[src/psta_pkg.sv]
package psta_pkg;
    // Register indices, APB byte address is four times the index
    localparam logic [11:0] TABLE_PAGE_POINTER_OFS = 12'h032;
    localparam logic [11:0] STATUS_OFS             = 12'h010;
    localparam logic [7:0]  TABLE_PAGE_RST         = 8'h00;
    // Field positions
    localparam int          PAGE_CFG_BIT           = 7;
    localparam int          BYTE_SEL_BIT           = 0;
    // Operation codes
    localparam logic [1:0]  OP_READ_LOW            = 2'h0;
    localparam logic [1:0]  OP_READ_HIGH           = 2'h1;
    localparam logic [1:0]  OP_WRITE_LOW           = 2'h2;
    localparam logic [1:0]  OP_WRITE_HIGH          = 2'h3;

    typedef enum logic [2:0] {
        ST_IDLE = 3'b001,
        ST_WAIT = 3'b010,
        ST_DONE = 3'b100
    } psta_state_t;

    typedef struct packed {
        psta_state_t st;
        logic [7:0]  page;
        logic        is_high;
        logic        is_byte;
        logic        bsel;
        logic [15:0] rdata;
        logic [31:0] prdata;
        logic        pready;
        logic        pslverr;
        logic        cfg_last;
        logic [15:0] cnt;
        logic [15:0] wdat;
        logic [15:0] addr;
        logic        op_wr;
    } psta_regs_t;
endpackage

[src/psta_table_access.sv]
// Added by the designer: the APB slave port.
`timescale 1ns/1ps
// Behaviour
// - Program address steps two per word
// - Two parallel 16-bit word spaces
// - Only high ops reach upper byte
// - Low word read returns P[15:0]
// - Low byte read picks by select
// - High word read zeroes phantom byte
// - High byte read, select one gives zero
// - Writes accept byte or word
// - Page pointer selects page, bit7 config
module psta_table_access (
    input  wire logic        pclk,
    input  wire logic        presetn,
    input  wire logic        psel,
    input  wire logic        penable,
    input  wire logic        pwrite,
    input  wire logic [11:0] paddr,
    input  wire logic [31:0] pwdata,
    output logic      [31:0] prdata,
    output logic             pready,
    output logic             pslverr,
    input  wire logic        tbl_req,
    input  wire logic [1:0]  tbl_op,
    input  wire logic        tbl_byte,
    input  wire logic [15:0] tbl_addr,
    input  wire logic [15:0] tbl_wdata,
    output logic             tbl_busy,
    output logic             tbl_done,
    output logic      [15:0] tbl_rdata,
    output logic             pm_rd,
    output logic             pm_wr,
    output logic      [22:0] pm_addr,
    output logic             pm_cfg,
    output logic      [23:0] pm_wdata,
    output logic      [2:0]  pm_lane,
    input  wire logic        pm_ack,
    input  wire logic [23:0] pm_rdata
);
    psta_pkg::psta_regs_t r_r;
    psta_pkg::psta_regs_t r_nxt;

    // Hit when the address equals the byte address of a register index
    function automatic logic reg_hit(input logic [11:0] addr, input logic [11:0] idx);
        reg_hit = addr == {idx[9:0], 2'h0};
    endfunction

    always_comb begin
        logic [7:0] sel_byte;
        sel_byte = 8'h00;
        r_nxt = r_r;
        r_nxt.pready = 1'b0;
        r_nxt.pslverr = 1'b0;
        // APB access phase, one wait state
        if (psel && penable && !r_r.pready) begin
            r_nxt.pready = 1'b1;
            r_nxt.prdata = 32'h0000_0000;
            if (reg_hit(paddr, psta_pkg::TABLE_PAGE_POINTER_OFS)) begin
                r_nxt.prdata = {24'h00_0000, r_r.page};
            end else if (reg_hit(paddr, psta_pkg::STATUS_OFS)) begin
                r_nxt.prdata = {r_r.cnt, 13'h0000, r_r.cfg_last, r_r.st == psta_pkg::ST_WAIT, 1'b0};
            end else begin
                r_nxt.pslverr = 1'b1;
            end
        end
        if (psel && penable && r_r.pready && pwrite && reg_hit(paddr, psta_pkg::TABLE_PAGE_POINTER_OFS)) begin
            r_nxt.page = pwdata[7:0];
        end
        case (r_r.st)
            psta_pkg::ST_IDLE: begin
                if (tbl_req) begin
                    r_nxt.st = psta_pkg::ST_WAIT;
                    r_nxt.is_high = tbl_op[0];
                    r_nxt.is_byte = tbl_byte;
                    r_nxt.bsel = tbl_addr[psta_pkg::BYTE_SEL_BIT];
                    r_nxt.cfg_last = r_r.page[psta_pkg::PAGE_CFG_BIT];
                    r_nxt.wdat = tbl_wdata;
                    r_nxt.addr = tbl_addr;
                    r_nxt.op_wr = tbl_op[1];
                end
            end
            psta_pkg::ST_WAIT: begin
                if (pm_ack) begin
                    r_nxt.st = psta_pkg::ST_DONE;
                    r_nxt.cnt = r_r.cnt + 16'h0001;
                    if (!r_r.is_high) begin
                        sel_byte = r_r.bsel ? pm_rdata[15:8] : pm_rdata[7:0];
                        r_nxt.rdata = r_r.is_byte ? {8'h00, sel_byte} : pm_rdata[15:0];
                    end else begin
                        sel_byte = r_r.bsel ? 8'h00 : pm_rdata[23:16];
                        r_nxt.rdata = r_r.is_byte ? {8'h00, sel_byte} : {8'h00, pm_rdata[23:16]};
                    end
                end
            end
            default: r_nxt.st = psta_pkg::ST_IDLE;
        endcase
    end

    always_ff @(posedge pclk or negedge presetn) begin
        if (!presetn) begin
            r_r <= '{st: psta_pkg::ST_IDLE, page: psta_pkg::TABLE_PAGE_RST, default: '0};
        end else begin
            r_r <= r_nxt;
        end
    end

    assign prdata    = r_r.prdata;
    assign pready    = r_r.pready;
    assign pslverr   = r_r.pslverr;
    assign tbl_busy  = r_r.st != psta_pkg::ST_IDLE;
    assign tbl_done  = r_r.st == psta_pkg::ST_DONE;
    assign tbl_rdata = r_r.rdata;
    assign pm_rd     = r_r.st == psta_pkg::ST_WAIT && !r_r.op_wr;
    assign pm_wr     = r_r.st == psta_pkg::ST_WAIT && r_r.op_wr;
    // page and word address, two units per word
    assign pm_addr   = {r_r.page, r_r.addr[15:1]};
    assign pm_cfg    = r_r.page[psta_pkg::PAGE_CFG_BIT];
    // lanes: low space bytes 0-1, high space byte 2 only
    assign pm_wdata  = r_r.is_high ? {r_r.wdat[7:0], 16'h0000}
                     : (r_r.is_byte && r_r.bsel ? {8'h00, r_r.wdat[7:0], 8'h00} : {8'h00, r_r.wdat});
    assign pm_lane   = r_r.is_high ? (r_r.is_byte && r_r.bsel ? 3'h0 : 3'h4)
                     : (r_r.is_byte ? (r_r.bsel ? 3'h2 : 3'h1) : 3'h3);

    property p_high_zero;
        @(posedge pclk) disable iff (!presetn)
        (r_r.st == psta_pkg::ST_WAIT && pm_ack && r_r.is_high) |=> tbl_rdata[15:8] == 8'h00;
    endproperty
    a_high_zero: assert property (p_high_zero) else $error("phantom byte not zero");
    property p_low_word;
        @(posedge pclk) disable iff (!presetn)
        (r_r.st == psta_pkg::ST_WAIT && pm_ack && !r_r.is_high && !r_r.is_byte)
            |=> tbl_rdata == $past(pm_rdata[15:0]);
    endproperty
    a_low_word: assert property (p_low_word) else $error("low word mismatch");
    property p_done;
        @(posedge pclk) disable iff (!presetn)
        (tbl_busy && !tbl_done && pm_ack) |=> tbl_done ##1 !tbl_busy;
    endproperty
    a_done: assert property (p_done) else $error("done sequence wrong");

    property p_page_write;
        @(posedge pclk) disable iff (!presetn)
        (psel && penable && pready && pwrite && reg_hit(paddr, psta_pkg::TABLE_PAGE_POINTER_OFS))
            |=> r_r.page == $past(pwdata[7:0]);
    endproperty
    a_page_write: assert property (p_page_write) else $error("pointer write lost");

    property p_page_upper;
        @(posedge pclk) disable iff (!presetn)
        (psel && penable && pready && reg_hit(paddr, psta_pkg::TABLE_PAGE_POINTER_OFS))
            |-> prdata[31:8] == 24'h00_0000;
    endproperty
    a_page_upper: assert property (p_page_upper) else $error("pointer upper bits set");

    property p_unmapped;
        @(posedge pclk) disable iff (!presetn)
        (psel && penable && pready && !reg_hit(paddr, psta_pkg::TABLE_PAGE_POINTER_OFS)
            && !reg_hit(paddr, psta_pkg::STATUS_OFS)) |-> pslverr;
    endproperty
    a_unmapped: assert property (p_unmapped) else $error("unmapped access not refused");

    property p_pready_pulse;
        @(posedge pclk) disable iff (!presetn)
        pready |=> !pready;
    endproperty
    a_pready_pulse: assert property (p_pready_pulse) else $error("ready longer than one cycle");

    property p_low_byte;
        @(posedge pclk) disable iff (!presetn)
        (r_r.st == psta_pkg::ST_WAIT && pm_ack && !r_r.is_high && r_r.is_byte)
            |=> tbl_rdata == {8'h00, $past(r_r.bsel) ? $past(pm_rdata[15:8]) : $past(pm_rdata[7:0])};
    endproperty
    a_low_byte: assert property (p_low_byte) else $error("low byte pick wrong");

    property p_high_word;
        @(posedge pclk) disable iff (!presetn)
        (r_r.st == psta_pkg::ST_WAIT && pm_ack && r_r.is_high && !r_r.is_byte)
            |=> tbl_rdata == {8'h00, $past(pm_rdata[23:16])};
    endproperty
    a_high_word: assert property (p_high_word) else $error("high word wrong");

    property p_high_sel;
        @(posedge pclk) disable iff (!presetn)
        (r_r.st == psta_pkg::ST_WAIT && pm_ack && r_r.is_high && r_r.is_byte && r_r.bsel)
            |=> tbl_rdata == 16'h0000;
    endproperty
    a_high_sel: assert property (p_high_sel) else $error("phantom byte read not zero");

    property p_high_lane;
        @(posedge pclk) disable iff (!presetn)
        (pm_wr && r_r.is_high)
            |-> pm_lane[1:0] == 2'h0;
    endproperty
    a_high_lane: assert property (p_high_lane) else $error("high write reaches low word");

    property p_word_lane;
        @(posedge pclk) disable iff (!presetn)
        (pm_wr && !r_r.is_high && !r_r.is_byte)
            |-> pm_lane == 3'h3;
    endproperty
    a_word_lane: assert property (p_word_lane) else $error("low word write lanes wrong");

    property p_word_addr;
        @(posedge pclk) disable iff (!presetn)
        (r_r.st == psta_pkg::ST_IDLE && tbl_req)
            |=> pm_addr[14:0] == $past(tbl_addr[15:1]);
    endproperty
    a_word_addr: assert property (p_word_addr) else $error("word address wrong");

    property p_cfg_take;
        @(posedge pclk) disable iff (!presetn)
        (r_r.st == psta_pkg::ST_IDLE && tbl_req)
            |=> r_r.cfg_last == $past(r_r.page[psta_pkg::PAGE_CFG_BIT]);
    endproperty
    a_cfg_take: assert property (p_cfg_take) else $error("config page not taken");

    property p_req_hold;
        @(posedge pclk) disable iff (!presetn)
        ((pm_rd || pm_wr) && !pm_ack)
            |=> (pm_rd || pm_wr);
    endproperty
    a_req_hold: assert property (p_req_hold) else $error("flash request dropped early");
endmodule // psta_table_access

[config.mk]
export PLATFORM = sky130hd
export DESIGN_NAME = psta_table_access
export DESIGN_NICKNAME = d
export VERILOG_FILES = /design/src/psta_pkg.sv /design/src/psta_table_access.sv
export SDC_FILE = /design/constraint.sdc
export NUM_CORES = 1
export LEC_CHECK = 0
export BUFFER_PORTS_ARGS = -buffer_cell sky130_fd_sc_hd__buf_4
export CAP_MARGIN = 20
export CORE_MARGIN = 2
export CORE_UTILIZATION = 40
export DETAILED_ROUTE_END_ITERATION = 10
export PLACE_DENSITY = 0.78
export RECOVER_POWER = 100
export SLEW_MARGIN = 0
export SYNTH_ARGS = -nofsm -noshare
export SYNTH_HDL_FRONTEND = slang
export SYNTH_SLANG_ARGS = --single-unit
[constraint.sdc]
create_clock -name pclk -period 4.8 [get_ports pclk]
set_clock_uncertainty 0.05 [all_clocks]
set_input_delay 0.24 -clock pclk [delete_from_list [all_inputs] [get_ports pclk]]
set_output_delay 0.24 -clock pclk [all_outputs]
set_load 0.03 [all_outputs]
Yosys cells after proc, flatten, opt, wreduce, memory -nomap -nowiden
Index checks and enable logic that the tools add are counted.
{"block": "totals", "register_bits": 114, "inputBits": 110, "output_inout_bits": 105, "elab_cells": 55}
{"block": "classes", "n_addsub": 1, "eq_ne": 8, "n_mux": 19, "reduce_logical": 13}
{"operator": "32-bit two-way mux", "n": 2}
{"operator": "16-bit two-way mux", "n": 3}
{"operator": "24-bit two-way mux", "n": 1}
{"operator": "8-bit two-way mux", "n": 3}
{"operator": "16-bit by 1-bit adder with 16-bit output (second input constant)", "n": 1}
{"operator": "12-bit by 7-bit == test with 1-bit output (second input constant)", "n": 1}
{"operator": "12-bit by 8-bit == test with 1-bit output (second input constant)", "n": 1}
{"operator": "3-bit two-way mux", "n": 4}
{"operator": "1-bit logical AND", "n": 8}
{"operator": "2-bit two-way mux", "n": 3}
{"operator": "3-bit case mux with 2 select lines", "n": 1}
{"operator": "2-bit AND reduction", "n": 3}
{"operator": "2-bit != test (second input constant)", "n": 2}
{"operator": "3-bit by 1-bit == test with 1-bit output (second input constant)", "n": 1}
{"operator": "3-bit by 2-bit == test with 1-bit output (second input constant)", "n": 1}
{"operator": "3-bit == test (second input constant)", "n": 1}
{"operator": "3-bit by 1-bit != test with 1-bit output (second input constant)", "n": 1}
{"operator": "1-bit logical NOT", "n": 2}
{"operator": "1-bit two-way mux", "n": 2}

Depth between registers and ports, before layout
Gate-level depths: netlist of the first run.
{"block": "logic_depth", "ltp_word": 4, "ltp_mapped": 6, "depth_no_buf": 5}

Worst setup path after synthesis of the first run
No wires, ideal clock.
{"block": "synth_timing", "kind": "register to output", "startpoint": "reg r_r[101] in the netlist's numbering", "endpoint": "out pm_wdata[0]", "arrival_ns": 1.628, "t_required_ns": 4.510, "setup_slack_ns": 2.882, "stages_incl_launch_ff": 5, "n_path_buf": 1, "cell_sequence": "dfrtp_1 > and2_1 > buf_2 > nor2_1 > and2_1"}
{"block": "synth_via", "elab_chain_cells": 3}
{"item": "start: declaration", "line_no": "psta_table_access.sv:41", "rtl": "psta_pkg::psta_regs_t r_r;"}
{"item": "start signal: assignment", "line_no": "psta_table_access.sv:104", "rtl": "r_r <= r_nxt;"}
{"item": "1-bit logical AND", "line_no": "psta_table_access.sv:121", "rtl": ": (r_r.is_byte && r_r.bsel ? {8'h00, r_r.wdat[7:0], 8'h00} : {8'h00, r_r.wdat});"}
{"item": "16-bit two-way mux", "line_no": "psta_table_access.sv:121"}
{"item": "24-bit two-way mux", "line_no": "psta_table_access.sv:120", "rtl": "assign pm_wdata = r_r.is_high ? {r_r.wdat[7:0], 16'h0000}"}
{"item": "end: declaration", "line_no": "psta_table_access.sv:36", "rtl": "output logic [23:0] pm_wdata,"}
Every way passes these cells.

==> results of run 1 <==
[flip-flops by register name, indices dropped and copies added, names as in the netlist]
signal,flops
prdata,24
pready,1
r_r,40
pslverr,1
tbl_rdata,16
pm_addr,23
[area by class of cell]
cell class / count / area, sq um / share of cell area
sequential: 105 / 2630 / 0.435
multi-input combinational: 263 / 1760 / 0.291
timing repair buffer: 186 / 1090 / 0.180
clock buffer: 9 / 225 / 0.0373
tap: 172 / 215 / 0.0356
clock inverter: 7 / 103 / 0.0170
inverter: 6 / 22.5 / 0.00373
[layer usage]
layer	part of all wire	GRT usage	up-vias
met3	0.087	0.0763	6
met4	0.0081	0.0357	0
met5	0	0	-
met2	0.51	0.290	129
li1	-	-	1706
met1	0.40	0.188	1743
[cells by family (layout without fill, tap and decap cells)]
family / count (synthesis) / after routing / synth area share
adders and majority gates: 1 / 1 / 0.00248
xor gates and xnor gates: 15 / 15 / 0.0260
DFF: 105 / 105 / 0.520
buffers and inverters: 96 / 208 / 0.131
muxes: 43 / 43 / 0.0958
other: 1 / 8 / 0.000742
AOI/OAI and AO/OA: 62 / 62 / 0.0864
and+or+nand+nor: 134 / 134 / 0.137
[timing repair]
action,4_1_cts,5_1_grt
setup endpoints to repair,0,0
endpoints found under the hold margin,46,0
hold buffers,1,0
gates resized for setup,0,0
[metrics by stage]
step / cell area (sq um) / hold WS, ns
after detailed placement: 6040 / 0.243
after global routing: 6040 / 0.0482
after floorplan: 5080 / -0.106
after global placement: 6040 / 0.234
final: 6040 / 0.0397
after CTS: 6380 / 0.0270
[critical path, cell delays in order]
cell and delay (ns):
dlygate4sd3_1 0.52, clkbuf_1 1.83, buf_4 0.86
[final timing paths]
path | from | endpoint | slack [ns] | cells after the start
worst min-delay path | tbl_addr[0] | r_r[1] | 0.04 | 3
max in group pclk | r_r[102] | pm_wdata[0] | 1.90 | 4
worst min register to register | tbl_rdata[15] | tbl_rdata[15] | 0.43 | 2
min in group asynchronous | presetn | r_r[28] | 1.18 | 2
worst max-delay path | presetn | r_r[39] | 1.67 | 3
worst max register to register | r_r[113] | r_r[40] | 2.31 | 4
[report_power, final]
| group | internal, mW | switching, mW | total (mW) | leakage, nW |
|---|---|---|---|---|
| registers | 1.12 | 0.154 | 1.28 | 1.35 |
| logic | 0.519 | 1.04 | 1.56 | 1.30 |
| clock network | 0.463 | 0.337 | 0.799 | 0.157 |
[cell usage in the layout (no fill, tap or decap), drive strengths merged, types with 2 or more instances in the layout]
cell type  count
conb           8
buf          101
clkinv         3
a21o          10
nor3b          2
nor3           5
or3b           2
inv            7
a21oi         10
nand4          5
a31oi          8
a22o          24
dfrtp        104
nor4           2
nor2          18
clkbuf        93
mux2          43
o21ai          9
xnor2         12
nand3         13
xor2           3
and2          19
nand2         62
bufinv         2
==> metrics.cfg, run 1 <==
[setup_path]
endpoint_kind = asynchronous set/reset pin
startpoint_class = input port
crit_type = input port to asynchronous set/reset pin
path_max_fanout = 59
crit_required_ns = 5.15
cp_data_arrival_time_ns = 3.49

[drt]
post-route-drc-count = 0
detail_route.wl_per_cell_um = 14.9
detail_route.wirelength_um = 11200
dr.first_iter.drc_count = 159
detail_route.vias_per_cell = 4.79
dr_vias = 3584
drt.antenna.violating_nets = 0
drt_first_pass_iters = 4

[global_routing]
grt_pass1_vias = 3633
grt-ovfl-total = 0
grt_max_degree = 60
grt_util_all_layers = 0.166
grt_antenna_before_repair = 0
grt_pass1_wl_um = 17500

[pwr]
totalPowerFinal_mw = 3.64
ir_drop_v = 0.000461
static-leakage-power_nw = 2.81
power_per_cell_area_mw_per_mm2 = 602

[cts]
clock_slew_at_reported_path_ffs_ns = 0.07
clock-sinks = 105
cts_tree = built
cts-root-buf = clkbuf_16
clock_h_tree_levels = 3
number_of_buffers_on_the_longest_clock_path = 2
clock_latency_at_the_later_pin_of_the_worst_skew_pair_ns = 0.35
cts_buffers = 9
post-cts-setup-buffer-count = 0

[final_layout]
synthToLayoutAreaGrowth_pct = 19.5
drive_above_1_share = 0.285
nFillCells = 1213
finalCoreUtilization = 0.484
n_antenna_cell = 0
post_layout_nonfiller_instances = 748
nNetsFinal = 682

[placement]
gpl.final_weighted_congestion = 0.753
post-place-ws_ns = 2.14
placement.io_buffers = 182
hpwl_um = 8310
placedCellCount = 730

[floorplan]
die_width_um = 116
die-area_sq_mm = 0.0135
io_pins = 215
core_region_area_sq_mm = 0.0125
num_rows = 41
die_y_extent_um = 116
start_util = 0.405

[min_path]
holdCritPathClass = input port to flop

[run_status]
violations_in_the_final_reports = capacitance limit, slew limit
run_status = complete, but fails checks

[sta]
tightest_slew_ns = 2.61
finalSetupViolCount = 0
period_share = 0.653
timing.setup.tns_ns = 0
timing.final.crit_period_ns = 3.13
slew_limit_fails = 48
rsz0062_at_grt = false
final_hold_viol_count = 0
fmax_mhz = 319
post-route-worst-setup-slack_ns = 1.67
slew-limit-headroom = -0.739

[synthesis]
asyncSetResetFlopFracSynth = 1.00
synth_top_cell_area_share = 0.515
synth.yosys.warnings = 0
synth_top_cell_by_area = dfrtp_1
synth-seq-area-share = 0.520
yosysMostFrequentCell = dfrtp_1
synth_top_cells_by_area = dfrtp_1, buf_4, mux2_2
synth_cell_types = 42
synthesis_stage_register_bit_count = 105
netlist_top_cells_count = dfrtp_1, buf_4, nand2_1, mux2_2, a22o_1
post_synth.cell_area_avg_sq_um = 11.1
netlist_area_sq_mm = 0.00505
synth-main-ff-cell = dfrtp_1
netlist_instances = 457
synth_enable_flop_cells = 0

[flow_run]
cap_violations = 1

Power figures use the tool's default switching activity.
==> inputs of run 2 (changes only) <==
--- a/config.mk
+++ b/config.mk
@@ -5,12 +5,13 @@
 export SDC_FILE = /design/constraint.sdc
 export NUM_CORES = 1
 export LEC_CHECK = 0
+export ABC_AREA = 1
 export BUFFER_PORTS_ARGS = -buffer_cell sky130_fd_sc_hd__buf_4
 export CAP_MARGIN = 20
 export CORE_MARGIN = 2
 export CORE_UTILIZATION = 40
 export DETAILED_ROUTE_END_ITERATION = 10
-export PLACE_DENSITY = 0.78
+export PLACE_DENSITY = 0.8
 export RECOVER_POWER = 100
 export SLEW_MARGIN = 0
 export SYNTH_ARGS = -nofsm -noshare
==> constraint.sdc (replaced) <==
create_clock -name pclk -period 2.5 [get_ports pclk]
set_clock_uncertainty 0.05 [all_clocks]
set_input_delay 0.125 -clock pclk [delete_from_list [all_inputs] [get_ports pclk]]
set_output_delay 0.125 -clock pclk [all_outputs]
set_load 0.03 [all_outputs]
==> metrics.cfg, run 2 <==
[min_path]
holdCritPathClass = input port to flop  ; unchanged

[drt]
dr.first_iter.drc_count = 363  ; was 159
detail_route.vias_per_cell = 4.76  ; was 4.79
detail_route.wl_per_cell_um = 14.2  ; was 14.9 um
post-route-drc-count = 0  ; unchanged
drt.antenna.violating_nets = 0  ; unchanged
detail_route.wirelength_um = 14500  ; was 11,200 um
drt_first_pass_iters = 5  ; was 4
dr_vias = 4854  ; was 3,584

[synthesis]
synth_cell_types = 33  ; was 42
synth_top_cell_area_share = 0.483  ; was 0.515
post_synth.cell_area_avg_sq_um = 8.05  ; was 11.1 sq um
synthesis_stage_register_bit_count = 105  ; unchanged
synth_top_cells_by_area = dfrtp_1, nand2_1, buf_4  ; was dfrtp_1, buf_4, mux2_2
netlist_top_cells_count = nand2_1, dfrtp_1, buf_4, nor2_1, inv_1  ; was dfrtp_1, buf_4, nand2_1, mux2_2, a22o_1
asyncSetResetFlopFracSynth = 1.00  ; unchanged
synth-seq-area-share = 0.487  ; was 0.520
netlist_area_sq_mm = 0.00539  ; was 0.00505 sq mm
synth_top_cell_by_area = dfrtp_1  ; unchanged
yosysMostFrequentCell = nand2_1  ; was dfrtp_1
synth.yosys.warnings = 0  ; unchanged
synth_enable_flop_cells = 0  ; unchanged
netlist_instances = 670  ; was 457
synth-main-ff-cell = dfrtp_1  ; unchanged

[global_routing]
global_route.usage.met1 = 0.238  ; was 0.188
grt_pass1_vias = 4936  ; was 3,633
grt.met3_usage = 0.0518  ; was 0.0763
grt_pass1_wl_um = 23600  ; was 17,500 um
grt_util_all_layers = 0.206  ; was 0.166
grt_max_degree = 49  ; was 60
grt_use_met2 = 0.356  ; was 0.290
grt.busiest_layer = met2  ; unchanged
grt_antenna_before_repair = 0  ; unchanged
grt-ovfl-total = 0  ; unchanged

[floorplan]
core_region_area_sq_mm = 0.0132  ; was 0.0125 sq mm
num_rows = 42  ; was 41
die_y_extent_um = 120  ; was 116 um
die_width_um = 120  ; was 116 um
io_pins = 215  ; unchanged
start_util = 0.409  ; was 0.405
die-area_sq_mm = 0.0144  ; was 0.0135 sq mm

[sta]
slew-limit-headroom = 0.191  ; was -0.739
fmax_mhz = 454
finalSetupViolCount = 0  ; unchanged
timing.final.crit_period_ns = 2.20
hold_ws_ns = 0.0174  ; was 0.0397 ns
timing.setup.tns_ns = 0  ; unchanged
period_share = 0.881
final_hold_viol_count = 0  ; unchanged
tightest_slew_ns = 1.21  ; was 2.61 ns
slew_limit_fails = 0  ; was 48
rsz0062_at_grt = false  ; unchanged

[setup_path]
startpoint_class = flop  ; was input port
critical_path.cell_chain = nand2_1 -> inv_4 -> o21ai_0 -> a21oi_1 -> clkbuf_1  ; was dlygate4sd3_1 -> clkbuf_1 -> buf_4
critical_path.slowest_cell = dfrtp_1  ; was clkbuf_1
crit_type = flop to output pin  ; was input port to asynchronous set/reset pin
crit_required_ns = 2.33  ; was 5.15 ns
cp_data_arrival_time_ns = 2.03  ; was 3.49 ns
setup.reg_to_reg.worst_slack_ns = 0.50  ; was 2.31 ns
timing.critical_path.slowest_cell_delay_ns = 0.41  ; was 1.83 ns
endpoint_kind = output pin  ; was asynchronous set/reset pin
path_max_fanout = 26  ; was 59

[cts]
cts_tree = built  ; unchanged
clock_h_tree_levels = 3  ; unchanged
cts-root-buf = clkbuf_16  ; unchanged
cts_buffers = 9  ; unchanged
clock_slew_at_reported_path_ffs_ns = 0.06  ; was 0.07 ns
clock_latency_at_the_later_pin_of_the_worst_skew_pair_ns = 0.34  ; was 0.35 ns
clock-sinks = 105  ; unchanged
number_of_buffers_on_the_longest_clock_path = 2  ; unchanged
post_cts_resized = 0  ; unchanged

[pwr]
ir_drop_v = 0.000706  ; was 0.000461 V
static-leakage-power_nw = 3.57  ; was 2.81 nW
power_per_cell_area_mw_per_mm2 = 965  ; was 602 mW/mm^2
totalPowerFinal_mw = 6.60  ; was 3.64 mW

[placement]
gpl.final_weighted_congestion = 0.813  ; was 0.753
placement.io_buffers = 182  ; unchanged
hpwl_um = 9420  ; was 8310 um

[final_layout]
largest_register_ff_count = 40  ; unchanged
nNetsFinal = 952  ; was 682
n_antenna_cell = 0  ; unchanged
top_register = r_r  ; unchanged
multiInputGateArea_sq_mm = 0.00194  ; was 0.00176 sq mm
most-common-layout-cells = nand2_1, dfrtp_1, buf_4  ; was dfrtp_1, buf_4, clkbuf_1
nFillCells = 1279  ; was 1,213
drive_above_1_share = 0.155  ; was 0.285
synthToLayoutAreaGrowth_pct = 26.8  ; was 19.5%
sequential_cell_area_sq_mm = 0.00263  ; unchanged
most_common_library_cell_in_the_layout_ignoring_fill_and_taps = nand2_1  ; was dfrtp_1

[run_status]
run_status = finished, final reports clean  ; was complete, but fails checks

[flow_run]
cap_violations = 0  ; was 1

run 2: per-stage QoR:
stage / instance area [sq um] / std cells / worst slack, ns / util
after detailed placement: 6400 / 950 / 0.772 / 0.486
final: 6840 / 1019 / 0.299 / 0.519
after floorplan: 5420 / 677 / 0.465 / -
after global placement: 6400 / 950 / 0.832 / 0.486
after global routing: 6840 / 1019 / 0.193 / 0.519
after CTS: 7220 / 1019 / 0.482 / 0.547
run 2: worst paths after layout:
path                       cells past startpoint         start            to
max                                            5      r_r[101]   pm_wdata[9]
min                                            3  pm_rdata[19]  tbl_rdata[3]
max reg2reg                                    8      r_r[113]       r_r[45]
min reg2reg                                    2    prdata[18]    prdata[18]
max in group asynchronous                      3       presetn       r_r[28]
min in group asynchronous                      2       presetn    prdata[17]
run 2: critical path: cells and delay by family, from the launching register on:
family                 cells  cell delay (ns)
flip-flops                 1             0.41
buffers and inverters      2             0.66
AND/OR/NAND/NOR            1             0.27
AO/OA/AOI/OAI              2             0.33
run 2: cell families after synthesis:
group                      share of synthesized area
other                                       0.000695
adders and majority gates                    0.00232
xor gates and xnor gates                      0.0130
AOI/OAI and AO/OA                             0.0575
DFF                                            0.487
buffers and inverters                          0.151
and+or+nand+nor                                0.288
run 2: where the power goes:
part           internal, mW  switching [mW]
registers              2.13           0.278
clock network         0.685           0.583
logic                 0.794            2.13
run 2: repair_timing:
action / CTS / global route
hold buffers: 56 / 0
endpoints found under the hold margin: 97 / 0
buffers inserted: 0 / 0
run 2: per-layer routing:
layer	vias up	share of wire
met3	34	0.058
met1	2302	0.40
met2	174	0.51
li1	2344	-
met5	-	0
met4	0	0.032
run 2: area by class of cell:
type	count	share of cell area
sequential	105	0.384
multi-input combinational	439	0.283
timing repair buffer	243	0.239
clock buffer	12	0.0360
tap	176	0.0322
inverter	43	0.0241
clock inverter	1	0.000732
==> inputs of run 3 (changes only) <==
--- a/config.mk
+++ b/config.mk
@@ -8,7 +8,7 @@
 export ABC_AREA = 1
 export BUFFER_PORTS_ARGS = -buffer_cell sky130_fd_sc_hd__buf_4
 export CAP_MARGIN = 20
-export CORE_MARGIN = 2
+export CORE_MARGIN = 1
 export CORE_UTILIZATION = 40
 export DETAILED_ROUTE_END_ITERATION = 10
 export PLACE_DENSITY = 0.8
==> metrics.cfg, run 3 (synthesized netlist as in run 2, its figures left out) <==
[floorplan]
num_rows = 42  ; unchanged
die_width_um = 118  ; was 120 um
die-area_sq_mm = 0.0140  ; was 0.0144 sq mm
start_util = 0.409  ; unchanged
die_y_extent_um = 118  ; was 120 um
io_pins = 215  ; unchanged
core_region_area_sq_mm = 0.0132  ; unchanged

[placement]
hpwl_um = 8990  ; was 9420 um
gpl.final_weighted_congestion = 0.860  ; was 0.813
post-place-ws_ns = 0.858  ; was 0.772 ns
placement.io_buffers = 182  ; unchanged

[global_routing]
grt_pass1_vias = 4977  ; was 4,936
grt_antenna_before_repair = 0  ; unchanged
grt_max_degree = 59  ; was 49
grt_pass1_wl_um = 23700  ; was 23,600 um
grt-ovfl-total = 0  ; unchanged
grt_util_all_layers = 0.215  ; was 0.206

[setup_path]
critPathBufInv = 2  ; unchanged
cp_data_arrival_time_ns = 1.98  ; was 2.03 ns
crit_required_ns = 2.33  ; about the same
timing.critical_path.slowest_cell_delay_ns = 0.40  ; was 0.41 ns
r2r_start = r_r[113]  ; unchanged
reg2reg_depth = 8  ; unchanged
endpoint_kind = output pin  ; unchanged
critical_path.slowest_cell = dfrtp_1  ; unchanged
critPathTopFamily = buffers and inverters  ; unchanged
timing.rr.end = r_r[45]  ; unchanged
path_max_fanout = 26  ; unchanged
startpoint_class = flop  ; unchanged
critical_path.cell_chain = nand2_1 -> inv_4 -> o21ai_0 -> a21oi_1 -> clkbuf_1  ; unchanged
crit_type = flop to output pin  ; unchanged
setup.reg_to_reg.worst_slack_ns = 0.46  ; was 0.50 ns

[final_layout]
synthToLayoutAreaGrowth_pct = 28.8  ; was 26.8%
most_common_library_cell_in_the_layout_ignoring_fill_and_taps = nand2_1  ; unchanged
most-common-layout-cells = nand2_1, dfrtp_1, buf_4  ; unchanged
top_register = r_r  ; unchanged
nNetsFinal = 957  ; was 952
nFillCells = 1246  ; was 1,279
n_antenna_cell = 0  ; unchanged
sequential_cell_area_sq_mm = 0.00263  ; unchanged
drive_above_1_share = 0.159  ; was 0.155
multiInputGateArea_sq_mm = 0.00195  ; was 0.00194 sq mm
largest_register_ff_count = 40  ; unchanged

[cts]
post_cts_resized = 0  ; unchanged
clock_latency_at_the_later_pin_of_the_worst_skew_pair_ns = 0.35  ; was 0.34 ns
number_of_buffers_on_the_longest_clock_path = 2  ; unchanged
cts-root-buf = clkbuf_16  ; unchanged
clock-sinks = 105  ; unchanged
clock_h_tree_levels = 3  ; unchanged
cts_tree = built  ; unchanged
clock_slew_at_reported_path_ffs_ns = 0.07  ; was 0.06 ns
cts_buffers = 9  ; unchanged

[pwr]
ir_drop_v = 0.000732  ; was 0.000706 V
static-leakage-power_nw = 3.61  ; was 3.57 nW
power_per_cell_area_mw_per_mm2 = 968  ; was 965 mW/mm^2

[sta]
slew-limit-headroom = 0.0175  ; was 0.191
fmax_mhz = 463  ; was 454 MHz
slew_limit_fails = 0  ; unchanged
timing.final.crit_period_ns = 2.16  ; was 2.20 ns
final_hold_viol_count = 0  ; unchanged
tightest_slew_ns = 1.47  ; was 1.21 ns
period_share = 0.863  ; was 0.881
timing.setup.tns_ns = 0  ; unchanged
rsz0062_at_grt = false  ; unchanged
finalSetupViolCount = 0  ; unchanged
post-route-worst-setup-slack_ns = 0.341  ; was 0.299 ns

[drt]
post-route-drc-count = 0  ; unchanged
detail_route.wl_per_cell_um = 13.8  ; was 14.2 um
drt_first_pass_iters = 5  ; unchanged
dr_vias = 4854  ; unchanged
drt.antenna.violating_nets = 0  ; unchanged
detail_route.vias_per_cell = 4.73  ; was 4.76
dr.first_iter.drc_count = 324  ; was 363
detail_route.wirelength_um = 14200  ; was 14,500 um

[run_status]
run_status = finished, final reports clean  ; unchanged

[min_path]
hold_end = tbl_rdata[7]  ; was tbl_rdata[3]
timing.hold.worst_path_depth = 3  ; unchanged
timing.hold.worst.start = pm_rdata[23]  ; was pm_rdata[19]
holdCritPathClass = input port to flop  ; unchanged

[flow_run]
cap_violations = 0  ; unchanged

-- run 3: changes by cell type in the layout (fill, tap and decap cells not counted), moves of 2 or more --
cell	change
buf_4	+2
buf_12	+2
dlygate4sd3_1	+3
clkinv_2	+2
clkbuf_2	-2
-- run 3: worst max path at each step --
stage / slack, ns / cells past startpoint / endpoint / from
global placement: 0.86 / 8 / r_r[45] / r_r[113]
CTS: 0.53 / 6 / pm_wdata[3] / r_r[101]
floorplan: 0.46 / 6 / pm_wdata[0] / r_r[101]
finish: 0.34 / 5 / pm_wdata[11] / r_r[101]
detailed placement: 0.86 / 8 / r_r[45] / r_r[113]
global route: 0.18 / 6 / pm_wdata[2] / r_r[101]
-- run 3: repair_timing --
action	CTS	global route
hold endpoints to repair	114	0
hold buffers	59	0
buffers inserted	0	0
-- run 3: cell type report --
cell class	instances	area share
Sequential cell	105	0.378
Clock inverter	3	0.00216
Inverter	43	0.0238
Timing Repair Buffer	248	0.246
Tap cell	176	0.0317
Multi-Input combinational cell	439	0.281
Clock buffer	13	0.0375
-- run 3: worst reg2reg max path, delay by kind of cell, from the launching register on --
kind | cells | cell delay, ns
buffers and inverters | 3 | 0.34
DFF | 1 | 0.36
and+or+nand+nor | 5 | 1.19
-- run 3: where the power goes --
group          switching [mW]  internal [mW]  total (mW)
registers               0.272           2.13        2.40
clock network           0.606          0.726        1.33
logic                    2.16          0.833        2.99
-- run 3: per-layer routing --
metal / wire length (um) / vias to the layer above / track usage
met1: 5710 / 2259 / 0.247
met3: 759 / 57 / 0.0547
li1: - / 2352 / -
met4: 595 / 0 / 0.111
met5: 0 / - / 0
met2: 7110 / 186 / 0.367
-- run 3: metrics by stage --
step                instance area [sq um]  instances   util  hold WS, ns  power [mW]
detailed placement                   6430        952  0.488        0.195        5.60
floorplan                            5420        677      -       -0.221        4.71
global route                         6950       1027  0.527       0.0227        7.15
CTS                                  7300       1027  0.553      0.00429        7.04
global placement                     6430        952  0.488        0.191        5.55
finish                               6950       1027  0.527       0.0207        6.72
